[config.mk]
export PLATFORM = sky130hd
export DESIGN_NAME = sgc_stop_go_ctrl
export DESIGN_NICKNAME = d
export VERILOG_FILES = /design/src/common/sgc_pkg.sv /design/src/hw/sgc_timer.sv /design/src/hw/sgc_stop_go_ctrl.sv
export SDC_FILE = /design/constraint.sdc
export NUM_CORES = 1
export LEC_CHECK = 0
export BUFFER_PORTS_ARGS = -buffer_cell sky130_fd_sc_hd__buf_2
export CAP_MARGIN = 20
export CORE_MARGIN = 2
export CORE_UTILIZATION = 30
export CTS_CLUSTER_DIAMETER = 50
export CTS_CLUSTER_SIZE = 20
export DETAILED_ROUTE_END_ITERATION = 16
export GPL_TIMING_DRIVEN = 0
export SETUP_SLACK_MARGIN = 0.5
export SLEW_MARGIN = 20
export SYNTH_ARGS = -nofsm -noshare
export SYNTH_HDL_FRONTEND = slang
export SYNTH_SLANG_ARGS = --single-unit
[constraint.sdc]
create_clock -name clk_sys -period 4.7 [get_ports clk_sys]
set_input_delay 0.705 -clock clk_sys [delete_from_list [all_inputs] [get_ports clk_sys]]
set_output_delay 0.705 -clock clk_sys [all_outputs]
set_load 0.1 [all_outputs]
[src/common/sgc_pkg.sv]
package sgc_pkg;

  // register map
  localparam logic [3:0] SGC_REG_CTRL   = 4'h0;
  localparam logic [3:0] SGC_REG_STATUS = 4'h1;
  localparam logic [7:0] SGC_CTRL_RESET = 8'h00;
  localparam logic [7:0] SGC_RD_NONE    = 8'h00;

  // control register fields
  localparam int SGC_CTRL_BURST    = 0;
  localparam int SGC_CTRL_LEVEL    = 1;
  localparam int SGC_CTRL_POLARITY = 2;

  // status register fields
  localparam int SGC_ST_STOP_GO = 0;
  localparam int SGC_ST_DBLOCK  = 1;
  localparam int SGC_ST_BAC     = 2;
  localparam int SGC_ST_LATCHED = 3;
  localparam int SGC_ST_PULSE   = 4;
  localparam int SGC_ST_SHORT   = 5;
  localparam int SGC_ST_DELAY   = 6;

  // operations-channel codes
  localparam logic [7:0] SGC_EOC_STOP = 8'h25;
  localparam logic [7:0] SGC_EOC_GO   = 8'h27;

  // serial bus framing
  localparam logic [7:0] SGC_SG_BIT_NUM  = 8'h1b;
  localparam logic [7:0] SGC_BIT_CTR_RST = 8'h00;
  localparam logic [2:0] SGC_PULSE_FRAMES = 3'h4;
  localparam logic [2:0] SGC_PULSE_LAST   = 3'h1;

  // timing
  localparam int SGC_CLK_KHZ       = 40000;
  localparam int SGC_SHORT_US      = 500;
  localparam int SGC_DELAY_MIN_US  = 7500;
  localparam int SGC_DELAY_STEP_US = 500;
  localparam int SGC_SHORT_CYC      = SGC_SHORT_US * SGC_CLK_KHZ / 1000;
  localparam int SGC_DELAY_MIN_CYC  = SGC_DELAY_MIN_US * SGC_CLK_KHZ / 1000;
  localparam int SGC_DELAY_STEP_CYC = SGC_DELAY_STEP_US * SGC_CLK_KHZ / 1000;
  localparam int SGC_TMR_W = 20;

  typedef enum logic [1:0] {
    SGC_IDLE,
    SGC_ARMED,
    SGC_PULSE
  } sgc_pulse_state_t;

endpackage : sgc_pkg

[src/hw/sgc_timer.sv]
`timescale 1ns/100ps
module sgc_timer
  import sgc_pkg::*;
(
  input  wire logic                 clk_sys,
  input  wire logic                 sys_rst,
  input  wire logic                 start,
  input  wire logic [SGC_TMR_W-1:0] load,
  output logic                      running,
  output logic                      expired
);

  logic [SGC_TMR_W-1:0] count;
  wire                  last = running && (count == '0);

  // start restarts a running timer
  always_ff @(posedge clk_sys or posedge sys_rst)
  begin
    if (sys_rst)
    begin
      count   <= '0;
      running <= 1'b0;
      expired <= 1'b0;
    end
    else
    begin
      expired <= last && !start;
      if (start)
      begin
        count   <= load - 1'b1;
        running <= 1'b1;
      end
      else if (last)
        running <= 1'b0;
      else if (running)
        count <= count - 1'b1;
    end
  end

endmodule : sgc_timer

[src/hw/sgc_stop_go_ctrl.sv]
`timescale 1ns/100ps
module sgc_stop_go_ctrl
  import sgc_pkg::*;
#(
  parameter int SHORT_CYC      = SGC_SHORT_CYC,
  parameter int DELAY_MIN_CYC  = SGC_DELAY_MIN_CYC,
  parameter int DELAY_STEP_CYC = SGC_DELAY_STEP_CYC
)
(
  input  wire logic       clk_sys,
  input  wire logic       sys_rst,
  input  wire logic [3:0] reg_addr,
  input  wire logic [7:0] reg_wdata,
  input  wire logic       reg_wr,
  input  wire logic       reg_rd,
  output logic      [7:0] reg_rdata,
  input  wire logic       processor_mode_input,
  input  wire logic       terminal_mode_input,
  input  wire logic       receiver_synchronised,
  input  wire logic [7:0] eoc_code,
  input  wire logic       eoc_valid,
  input  wire logic [3:0] eoc_frame_pos,
  input  wire logic       bus_fsc,
  input  wire logic       bus_dcl,
  input  wire logic       bus_din,
  output logic            bus_dout,
  output logic            bus_dout_oe_n,
  input  wire logic       d_up_in,
  output logic            d_up_out,
  output logic            stop_go_output,
  output logic            d_channel_block
);

  logic [7:0]       ctrl;
  logic [2:0]       fsc_s;
  logic [2:0]       dcl_s;
  logic [1:0]       din_s;
  logic [1:0]       processor_mode_input_s;
  logic [7:0]       bit_ctr;
  logic [7:0]       cur_bit;
  logic             bac;
  logic             latched;
  logic             eoc_stop;
  logic             eoc_go;
  logic             sync_q;
  logic [2:0]       pulse_left;
  sgc_pulse_state_t pstate;
  sgc_pulse_state_t next_pstate;
  logic             short_run;
  logic             delay_run;
  logic             delay_exp;

  // control bits
  wire burst_select    = ctrl[SGC_CTRL_BURST];
  wire level_select    = ctrl[SGC_CTRL_LEVEL];
  wire polarity_select = ctrl[SGC_CTRL_POLARITY];

  // link edges, taken only from the second and third stages
  wire frame_start = fsc_s[1] && !fsc_s[2];
  wire dcl_rise    = dcl_s[1] && !dcl_s[2];
  wire dcl_fall    = !dcl_s[1] && dcl_s[2];
  wire din_q       = din_s[1];

  wire enabled     = processor_mode_input_s[1] && terminal_mode_input;
  wire mode_pulse  = burst_select && !level_select;
  wire mode_latch  = level_select && (burst_select || polarity_select);
  wire bac_rules   = level_select && polarity_select;
  wire stop_ok     = enabled && receiver_synchronised && eoc_stop;
  wire go_ok       = enabled && receiver_synchronised && eoc_go;
  wire pulse_start = stop_ok && mode_pulse && !short_run;
  wire pulse_on    = (pstate == SGC_PULSE);

  wire [SGC_TMR_W-1:0] short_load = SGC_TMR_W'(SHORT_CYC);
  wire [SGC_TMR_W-1:0] delay_load = SGC_TMR_W'(DELAY_MIN_CYC + eoc_frame_pos * DELAY_STEP_CYC);
  wire                 delay_start = mode_latch && latched && sync_q && !receiver_synchronised;

  wire reg_hit_ctrl   = (reg_addr == SGC_REG_CTRL);
  wire reg_hit_status = (reg_addr == SGC_REG_STATUS);
  wire [7:0] status_word = {1'b0, delay_run, short_run, pulse_on, latched, bac,
                            d_channel_block, stop_go_output};
  wire [7:0] next_rdata  = reg_hit_ctrl   ? ctrl :
                           reg_hit_status ? status_word : SGC_RD_NONE;

  // stop/go value per mode
  wire next_sg =
    !enabled                                            ? 1'b0 :
    (!burst_select && !level_select)                    ? 1'b0 :
    (!burst_select && level_select && !polarity_select) ? 1'b1 :
    mode_pulse                                          ? (pulse_on ^ polarity_select) :
    bac_rules                                           ? (latched || !bac) :
                                                          latched;
  wire next_block = enabled && burst_select && bac_rules && !bac;

  sgc_timer u_short_timer (
    .clk_sys (clk_sys),
    .sys_rst (sys_rst),
    .start   (pulse_start),
    .load    (short_load),
    .running (short_run),
    .expired ()
  );

  sgc_timer u_frame_delay_timer (
    .clk_sys (clk_sys),
    .sys_rst (sys_rst),
    .start   (delay_start),
    .load    (delay_load),
    .running (delay_run),
    .expired (delay_exp)
  );

  // register port
  always_ff @(posedge clk_sys or posedge sys_rst)
  begin
    if (sys_rst)
    begin
      ctrl      <= SGC_CTRL_RESET;
      reg_rdata <= SGC_RD_NONE;
    end
    else
    begin
      if (reg_wr && reg_hit_ctrl)
        ctrl <= reg_wdata;
      reg_rdata <= reg_rd ? next_rdata : SGC_RD_NONE;
    end
  end

  // pin synchronisers
  always_ff @(posedge clk_sys or posedge sys_rst)
  begin
    if (sys_rst)
    begin
      fsc_s   <= '0;
      dcl_s   <= '0;
      din_s   <= '1;
      processor_mode_input_s <= '0;
    end
    else
    begin
      fsc_s   <= {fsc_s[1:0], bus_fsc};
      dcl_s   <= {dcl_s[1:0], bus_dcl};
      din_s   <= {din_s[0], bus_din};
      processor_mode_input_s <= {processor_mode_input_s[0], processor_mode_input};
    end
  end

  // operations-channel code decode
  always_ff @(posedge clk_sys or posedge sys_rst)
  begin
    if (sys_rst)
    begin
      eoc_stop <= 1'b0;
      eoc_go   <= 1'b0;
      sync_q   <= 1'b0;
    end
    else
    begin
      eoc_stop <= eoc_valid && (eoc_code == SGC_EOC_STOP);
      eoc_go   <= eoc_valid && (eoc_code == SGC_EOC_GO);
      sync_q   <= receiver_synchronised;
    end
  end

  // bit position in the frame, access bit and outgoing stop/go bit
  always_ff @(posedge clk_sys or posedge sys_rst)
  begin
    if (sys_rst)
    begin
      bit_ctr       <= SGC_BIT_CTR_RST;
      cur_bit       <= SGC_BIT_CTR_RST;
      bac           <= 1'b1;
      bus_dout      <= 1'b1;
      bus_dout_oe_n <= 1'b1;
    end
    else
    begin
      if (frame_start)
        bit_ctr <= SGC_BIT_CTR_RST;
      else if (dcl_rise)
      begin
        bit_ctr       <= bit_ctr + 8'h01;
        cur_bit       <= bit_ctr;
        bus_dout_oe_n <= (bit_ctr != SGC_SG_BIT_NUM);
        bus_dout      <= (bit_ctr == SGC_SG_BIT_NUM) ? stop_go_output : 1'b1;
      end
      if (dcl_fall && cur_bit == SGC_SG_BIT_NUM)
        bac <= din_q;
    end
  end

  // level latch for stop and go
  always_ff @(posedge clk_sys or posedge sys_rst)
  begin
    if (sys_rst)
      latched <= 1'b0;
    else if (!enabled || !mode_latch)
      latched <= 1'b0;
    else if (stop_ok)
      latched <= 1'b1;
    else if (go_ok || (delay_exp && !receiver_synchronised))
      latched <= 1'b0;
  end

  // four-frame pulse
  always_comb
  begin
    next_pstate = pstate;
    case (pstate)
      SGC_IDLE:  if (pulse_start) next_pstate = SGC_ARMED;
      SGC_ARMED: if (frame_start) next_pstate = SGC_PULSE;
      SGC_PULSE: if (frame_start && pulse_left == SGC_PULSE_LAST) next_pstate = SGC_IDLE;
      default:   next_pstate = SGC_IDLE;
    endcase
    if (!enabled || !mode_pulse)
      next_pstate = SGC_IDLE;
  end

  always_ff @(posedge clk_sys or posedge sys_rst)
  begin
    if (sys_rst)
    begin
      pstate     <= SGC_IDLE;
      pulse_left <= '0;
    end
    else
    begin
      pstate <= next_pstate;
      if (pstate == SGC_ARMED && frame_start)
        pulse_left <= SGC_PULSE_FRAMES;
      else if (pulse_on && frame_start)
        pulse_left <= pulse_left - 3'h1;
    end
  end

  // outputs
  always_ff @(posedge clk_sys or posedge sys_rst)
  begin
    if (sys_rst)
    begin
      stop_go_output  <= 1'b0;
      d_channel_block <= 1'b0;
      d_up_out        <= 1'b1;
    end
    else
    begin
      stop_go_output  <= next_sg;
      d_channel_block <= next_block;
      d_up_out        <= d_up_in && !d_channel_block;
    end
  end
endmodule : sgc_stop_go_ctrl

Yosys cells after proc, flatten, opt, wreduce, memory -nomap -nowiden
Index checks and enable logic that the tools add are counted.

cells by class
  add/subtract/negate cells = 6
  multipliers = 1
  equality and inequality tests = 14
  multiplexer cells = 31
  bitwise logic cells = 2
  reduce and logical (&&, ||, !) cells = 67

operator list
  kind                                                                     number
  20-bit two-way mux                                                       6
  20-bit by 1-bit subtractor with 20-bit output, second input constant     3
  20-bit logical NOT                                                       2
  1-bit logical AND                                                        33
  8-bit two-way mux                                                        4
  19-bit by 19-bit adder with 20-bit output, first input constant          1
  8-bit by 5-bit equality test with 1-bit output, second input constant    2
  8-bit by 6-bit equality test with 1-bit output, second input constant    2
  1-bit logical NOT                                                        14
  4-bit by 10-bit multiplier with 14-bit output, second input constant     1
  1-bit two-way mux                                                        13
  2-bit nonzero test                                                       6
  8-bit by 1-bit adder with 8-bit output, second input constant            1
  2-bit two-way mux                                                        4
  8-bit by 5-bit inequality test with 1-bit output, second input constant  1
  7-bit two-way mux                                                        1
  3-bit two-way mux                                                        2
  3-bit inequality test, second input constant                             2
  2-bit case mux with 3 select lines                                       1
  2-bit AND reduction                                                      3
  1-bit logical OR                                                         5
  4-bit by 1-bit equality test with 1-bit output, second input constant    1
  4-bit logical NOT                                                        1
  3-bit by 1-bit equality test with 1-bit output, second input constant    1
  other kinds (11)                                                         11

storage, ports and cells
  register bits after elaboration = 100
  input port bits = 36
  output and inout bits = 13
  word-level logic and storage cells = 146

Depth between registers and ports, before layout
Gate-level depths: netlist (run 1).

  depth in word-level cells = 8
  mapped depth = 12
  gate-level depth less buffers = 12

Cells and area by module
A second synthesis (run 1) with hierarchy kept.

unflattened totals
  cell total of the unflattened synthesis = 699
  area, all modules = 6716.4 sq um

by module, submodules not included
  module            instances  cells each  area an instance (sq um)  seq. area each (sq um)
  sgc_timer         2          214         1844.3                    550.5
  sgc_stop_go_ctrl  1          271         3027.9                    1433.9

Least setup slack after synthesis (run 1)
Ideal clock, no wire load.

  kind = input to register
  start = input port eoc_frame_pos[1]
  end = register u_frame_delay_timer.count[17]
  library setup time = 138 ps
  arrival time = 3312 ps
  required time = 4562 ps
  setup slack = 1250 ps
  stages = 12
  path buffers = 0
  path through = inv_1 fa_1 inv_1 ha_1 inv_1 fa_1 xnor2_1 inv_1 a2111oi_0 o21bai_1 and3_1 o31ai_1

between the ends
  cells in the longest elaborated chain, start to end = 4

RTL lines
  element                                        line                    text
  start, declared                                sgc_stop_go_ctrl.sv:22  input wire logic [3:0] eoc_frame_pos,
  4-bit by 10-bit multiplier with 14-bit output  sgc_stop_go_ctrl.sv:74  wire [SGC_TMR_W-1:0] delay_load = SGC_TMR_W'(DELAY_MIN_CYC + eoc_frame_pos * DELAY_STEP_CYC);
  19-bit by 19-bit adder with 20-bit output      sgc_stop_go_ctrl.sv:74
  20-bit by 1-bit subtractor with 20-bit output  sgc_timer.sv:30         count <= load - 1'b1;
  20-bit two-way mux                             sgc_timer.sv:28         if (start)
  end signal, assigned                           sgc_timer.sv:30
  end signal, assigned                           sgc_timer.sv:36         count <= count - 1'b1;
  end, declared                                  sgc_timer.sv:13         logic [SGC_TMR_W-1:0] count;

No other way between the ends.
A chain may end at the register's enable or synchronous reset.

Final worst setup path (run 1)
Ends and elaborated chain as after synthesis.

==> results of run 1 <==
-- per-layer routing --
metal  global-route usage  share of wire  up-vias
met5                    0              0        -
met4               0.0301          0.011        0
met3               0.0239          0.043       10
met2                0.211           0.47       75
met1                0.182           0.48     1882
li1                     -              -     1881
-- cells in the mapped netlist, types with 3 or more instances --
cell type / number / area share
o21ai_0: 9 / 0.0086
inv_1: 26 / 0.019
nor2b_1: 6 / 0.0072
or2_2: 3 / 0.0036
dfstp_2: 6 / 0.030
or3_1: 6 / 0.0072
and3_1: 8 / 0.0096
clkbuf_1: 12 / 0.0086
nand2b_1: 5 / 0.0060
nand4_1: 4 / 0.0048
nor3b_1: 5 / 0.0072
or4_1: 5 / 0.0072
xnor2_1: 26 / 0.044
mux2i_1: 13 / 0.025
mux2_2: 20 / 0.043
nor2_1: 47 / 0.034
a211oi_1: 3 / 0.0043
nand3_1: 15 / 0.014
nor3_1: 18 / 0.017
nand2_1: 33 / 0.024
o31ai_1: 3 / 0.0043
xor2_1: 23 / 0.039
nor4_1: 15 / 0.018
nand4b_1: 6 / 0.010
a21oi_1: 23 / 0.022
ha_1: 23 / 0.055
dfrtp_1: 94 / 0.45
nor4bb_1: 4 / 0.0077
fa_1: 3 / 0.011
-- worst min path at each step --
stage	start	endpoint	cells after the start
finish	sys_rst	ctrl[1]$_DFFE_PP0P_	2
global placement	fsc_s[0]$_DFF_PP0_	fsc_s[1]$_DFF_PP0_	0
CTS	sys_rst	ctrl[1]$_DFFE_PP0P_	2
detailed placement	fsc_s[0]$_DFF_PP0_	fsc_s[1]$_DFF_PP0_	0
global route	sys_rst	ctrl[1]$_DFFE_PP0P_	2
floorplan	dcl_s[0]$_DFF_PP0_	dcl_s[1]$_DFF_PP0_	0
-- sequential cells by signal (all words and copies together) (netlist names), 2 cells and up --
signal and cells:
pulse_left 3, cur_bit 8, bit_ctr 8, u_frame_delay_timer.count 20, reg_rdata 8, dcl_s 3, ctrl 8, din_s 2
fsc_s 3, processor_mode_input_s 2, pstate 2, u_short_timer.count 20
-- metrics by stage --
| stage | setup WS, ns | power [mW] | instance area, um2 |
|---|---|---|---|
| after global routing | 0.645 | 2.04 | 6070 |
| after CTS | 0.924 | 1.97 | 6070 |
| after floorplan | 1.25 | 1.15 | 5230 |
| after global placement | 0.316 | 1.21 | 5750 |
| final | 0.954 | 1.94 | 6070 |
| after detailed placement | 0.572 | 1.23 | 5780 |
-- power groups by stage --
| stage | sequential [mW] | combinational [mW] | clock [mW] |
|---|---|---|---|
| after detailed placement | 0.948 | 0.280 | 0 |
| after global placement | 0.946 | 0.263 | 0 |
| after floorplan | 0.968 | 0.179 | 0 |
| final | 0.931 | 0.277 | 0.734 |
| after global routing | 0.937 | 0.311 | 0.796 |
| after CTS | 0.931 | 0.281 | 0.756 |
-- cell families (layout without fill, tap and decap cells) --
logic type               after synthesis  count (layout)  share of synthesized area
XOR/XNOR                              49              49                     0.0821
multiplexers                          33              33                     0.0679
AND/OR/NAND/NOR                      192             192                      0.200
flip-flops                           100             100                      0.480
AO/OA/AOI/OAI                         61              61                     0.0754
buffers and inverters                 39             103                     0.0280
adder cells (fa/ha/maj)               26              26                     0.0665
-- cell usage in the layout (no fill, tap or decap), types with 4 or more instances in the layout --
cell type	n
mux2_2	20
nor2b_1	6
nand2b_1	5
nor3_1	18
xnor2_1	26
a21oi_1	23
or4_1	5
mux2i_1	13
nor2_1	47
nor4_1	15
buf_2	47
inv_1	25
dfrtp_1	94
and3_1	8
ha_1	23
nor3b_1	5
xor2_1	23
nand2_1	33
o21ai_0	9
or3_1	6
nand4b_1	6
nand3_1	15
nor4bb_1	4
nand4_1	4
clkbuf_1	13
clkbuf_16	9
dfstp_2	6
-- layout make-up --
cell class,count,share of cell area
multi-input combinational,361,0.424
sequential,100,0.413
tap,225,0.0464
timing repair buffer,48,0.0433
clock buffer,10,0.0377
inverter,26,0.0169
clock inverter,6,0.0105
buffer,13,0.00804
==> run metrics, run 1 <==
status completed; endpoints failing setup 0; fin. max-slew vios 0; Seq/Total Area, Yosys 0.480; P_int between 1 and 1.5 mW; IO Port Bufs 47; detailed placer's ending HPWL 8390 um; Non-Filler Instances about 790; WP data required between 4 and 5 ns; Flop pwr share 0.480; Antenna Nets Post-Route 0; CTS tree built; Least-Margin Pin Slew roughly 0.77 ns; Crit-path slowest cell a2111oi_0; Filler Cells Inserted 1758; Die Span Y 136 um; DR iter-0 viols a little under 200; Leakage roughly 2.5 nW; Hold/Removal Path Class input port to asynchronous set/reset pin; Clock transition at path regs ~0.070 ns; RSZ-0062 raised after global routing no; Syn Nets around 560; H-tree levels 3; Worst path most repeated cell inv_1; Remaining DRCs 0; FF/Latch Area roughly 0.0025 mm2; fin util 0.354; Synth Register Bits 100; setup TNS 0 ns; Core ar. about 0.017 mm2; Logic pwr share 0.143; Setup crit start kind input port; drt first pass iters 7; maximum vdd drop about 0.00019 V; Ports between 40 and 50; CTS Buf Count 9; Rows 48; crit share post-route 0.797; Top delay family on crit path adder cells; CTS Hold Buffers Added 0; reg2reg setup slack ~2.0 ns; crit path from eoc_frame_pos[1]; global-route wire length before repair roughly 19000 um; Tmin final 3.75 ns; Synth Instances 500; asr flop ratio synth 1.00; placed instance count 773; CP Capture Type flop; Distinct cells, synth 56; crit path DAT slightly below 4 ns; Post-synth EDFFs 0; Worst Skew about 0.0054 ns; Critical Path, Cell by Cell buf_2 -> inv_1 -> fa_1 -> inv_1 -> ha_1 -> inv_1 -> fa_1 -> xnor2_1 -> inv_1 -> a2111oi_0 -> o21bai_1 -> a21oi_1 -> o31ai_1; Clk pwr share 0.378; via count between 3000 and 4000; RR Startpoint u_frame_delay_timer.count[6]$_DFFE_PP0P_; Skew-Pair Late Insertion Delay about 0.34 ns; CTS Sinks 100; Crit path buffers/inverters 5; slowest stage delay, CP approximately 0.6 ns; switching share of total power 0.265; Synth Area per Inst around 10 um2; post-synthesis cell area between 0.005 and 0.006 mm2; endpoints failing hold 0; initial core utilization 0.304; clock tree buffer depth 2; WHS around 0.32 ns; total global routing overflow 0; clk root buf clkbuf_16; Post-Route WL ~11000 um; PostCTS Resize Cnt 0; Rel. slew slack 0.471; Area Overhead vs Synth 16.1%; ANT cells 0; Total GRT Usage 0.131; vias per inst approximately 4.9; reg-to-reg endpoint u_frame_delay_timer.count[10]$_DFFE_PP0P_; vias in the first global route between 3000 and 4000; Chip Width 136 um; antenna violations before repair 0; Worst Setup EP u_frame_delay_timer.count[17]$_DFFE_PP0P_; layout cells sized above 1 0.183; Die ar. about 0.019 mm2; Final nets 621; CP Class input port to flop; Multi-input gate area ~0.0026 mm2; critical path depth in cells 13; max cap viols 0; largest net degree at the start of global routing 73; CP max FO 7; P_sw about 0.5 mW; RD Place Congestion 0.829; yosys warns 0; f_max approximately 0.27 GHz; pwr dens ~320 mW/mm2; wire per inst roughly 14 um; ys flop type dfrtp_1; FF-to-FF path depth 7; setup bufs post-CTS 0
Note: power is estimated with default switching activity, not from simulation.
==> run 2, diff against run 1 <==
==> constraint.sdc (replaced) <==
create_clock -name clk_sys -period 3.2 [get_ports clk_sys]
set_input_delay 0.48 -clock clk_sys [delete_from_list [all_inputs] [get_ports clk_sys]]
set_output_delay 0.48 -clock clk_sys [all_outputs]
set_load 0.1 [all_outputs]
==> run 2 against run 1 <==
Effect of this change: flip-flop and latch count unchanged; register-to-register slack worse by 1.3 ns; worst hold slack worse by 0.25 ns; critical endpoint unchanged; largest cell class unchanged; largest power group unchanged.
==> run metrics, run 2 (synthesized netlist as in run 1, its figures left out) <==
Remaining DRCs 0; Hold/Removal Path Class input port to asynchronous set/reset pin; Clock transition at path regs 0.07 ns; RR Startpoint u_frame_delay_timer.count[6]$_DFFE_PP0P_; crit share post-route 0.872; IO Port Bufs 47; slowest stage delay, CP around 0.39 ns; crit path DAT 3.06 ns; reg-to-reg endpoint u_frame_delay_timer.count[19]$_DFFE_PP0P_; Core ar. approximately 0.017 mm2; Tot Pwr ~3 mW; clk root buf clkbuf_16; Area Overhead vs Synth 23.5%; Rel. slew slack 0.489; Ports between 40 and 50; CP Capture Type flop; Crit-path slowest cell fa_2; antenna violations before repair 0; endpoints failing setup 0; Setup crit start kind input port; setup ws final between 0.4 and 0.5 ns; drt first pass iters 4; H-tree levels 3; pwr dens about 460 mW/mm2; pre-CTS setup slack -0.316 ns; Top delay family on crit path adder cells; Critical Path, Cell by Cell buf_12 -> clkinvlp_4 -> buf_4 -> ha_4 -> ha_1 -> ha_2 -> inv_1 -> fa_2 -> nor2b_2 -> o21ai_2 -> a211oi_2 -> xnor2_2 -> and3_4 -> o31ai_2; via count slightly below 4000; FF/Latch Area around 0.0025 mm2; f_max about 0.36 GHz; CTS tree built; Top Registers u_frame_delay_timer.count x20, u_short_timer.count x20; Worst Setup EP u_frame_delay_timer.count[17]$_DFFE_PP0P_; endpoints failing hold 0; commonest cells after routing, fill and taps aside 94 x dfrtp_1, 47 x nor2_1, 44 x buf_2; CTS Buf Count 9; Total GRT Usage 0.132; Least-Margin Pin Slew 0.747 ns; Post-Route WL approximately 12000 um; maximum vdd drop 0.000258 V; Chip Width between 100 and 150 um; reg2reg setup slack 0.64 ns; RSZ-0062 raised after global routing yes; clock tree buffer depth 2; wire per inst about 14 um; Die Span Y between 100 and 150 um; fin. max-slew vios 0; Final nets approximately 640; CP Class input port to flop; Crit path buffers/inverters 4; vias per inst just under 5; RD Place Congestion ~0.8; largest net degree at the start of global routing 35; Leakage 2.63 nW; vias in the first global route 4006; layout cells sized above 1 0.260; WP data required around 3.5 ns; Antenna Nets Post-Route 0; critical path depth in cells 14; total global routing overflow 0; Worst Skew approximately 0.0073 ns; FF-to-FF path depth 6; ANT cells 0; initial core utilization 0.304; detailed placer's ending HPWL 8380 um; most common cell after layout, fill and taps aside dfrtp_1; global-route wire length before repair 19300 um; Rows 48; DR iter-0 viols 181; CTS Sinks 100; status completed; crit path from eoc_frame_pos[2]; Die ar. 0.0185 mm2; Skew-Pair Late Insertion Delay roughly 0.35 ns; Tmin final 2.79 ns; CP max FO 5; max cap viols 0; Filler Cells Inserted about 1700; Multi-input gate area ~0.0028 mm2
[run 2: changes by cell type in the layout (fill, tap and decap cells not counted), sizes merged]
cell / previous run / this run
buf: 49 / 64
clkinvlp: 2 / 4
inv: 27 / 25
clkbuf: 22 / 21
[run 2: worst min-delay path by stage]
stage               slack, ns                                  end               start
floorplan                0.33                   dcl_s[1]$_DFF_PP0_  dcl_s[0]$_DFF_PP0_
global placement         0.34                   dcl_s[1]$_DFF_PP0_  dcl_s[0]$_DFF_PP0_
detailed placement       0.33                   fsc_s[1]$_DFF_PP0_  fsc_s[0]$_DFF_PP0_
CTS                      0.08  u_short_timer.count[14]$_DFFE_PP0P_             sys_rst
global route             0.08  u_short_timer.count[11]$_DFFE_PP0P_             sys_rst
finish                   0.07  u_short_timer.count[14]$_DFFE_PP0P_             sys_rst
[run 2: metal layers]
| layer | vias to the layer above | global-route usage | share of wire |
|---|---|---|---|
| met1 | 1973 | 0.167 | 0.46 |
| met3 | 13 | 0.0280 | 0.033 |
| met4 | 0 | 0.0417 | 0.014 |
| met2 | 53 | 0.225 | 0.49 |
| met5 | - | 0 | 0 |
| li1 | 1904 | - | - |
[run 2: what timing repair did]
item                       4_1_cts  5_1_grt
setup buffers                    9        4
hold buffers                     0        0
pin swaps                       14       11
setup endpoints to repair        6       16
gates resized for setup         32       12
gates cloned                     0        0
[run 2: stage by stage]
step                utilization  instances  hold slack [ns]  setup TNS, ns  area (um2)
detailed placement        0.341        775            0.335          -1.27        5850
CTS                       0.371        799           0.0795              0        6370
floorplan                     -        500            0.331              0        5280
global route              0.376        803           0.0834              0        6460
finish                    0.376        803           0.0732              0        6460
global placement          0.337        772            0.336         -0.771        5790
[run 2: layout make-up]
type,count,share of cell area
multi-input combinational,361,0.431
inverter,26,0.0169
clock inverter,6,0.0112
buffer,13,0.00775
timing repair buffer,63,0.0665
tap,225,0.0436
clock buffer,9,0.0349
sequential,100,0.389
[run 2: where the power goes]
part           internal (mW)  switching, mW  total, mW  leakage, nW
Sequential              1.32         0.0440       1.37         1.17
Combinational          0.242          0.281      0.523         1.32
Clock                  0.610          0.486       1.10        0.142
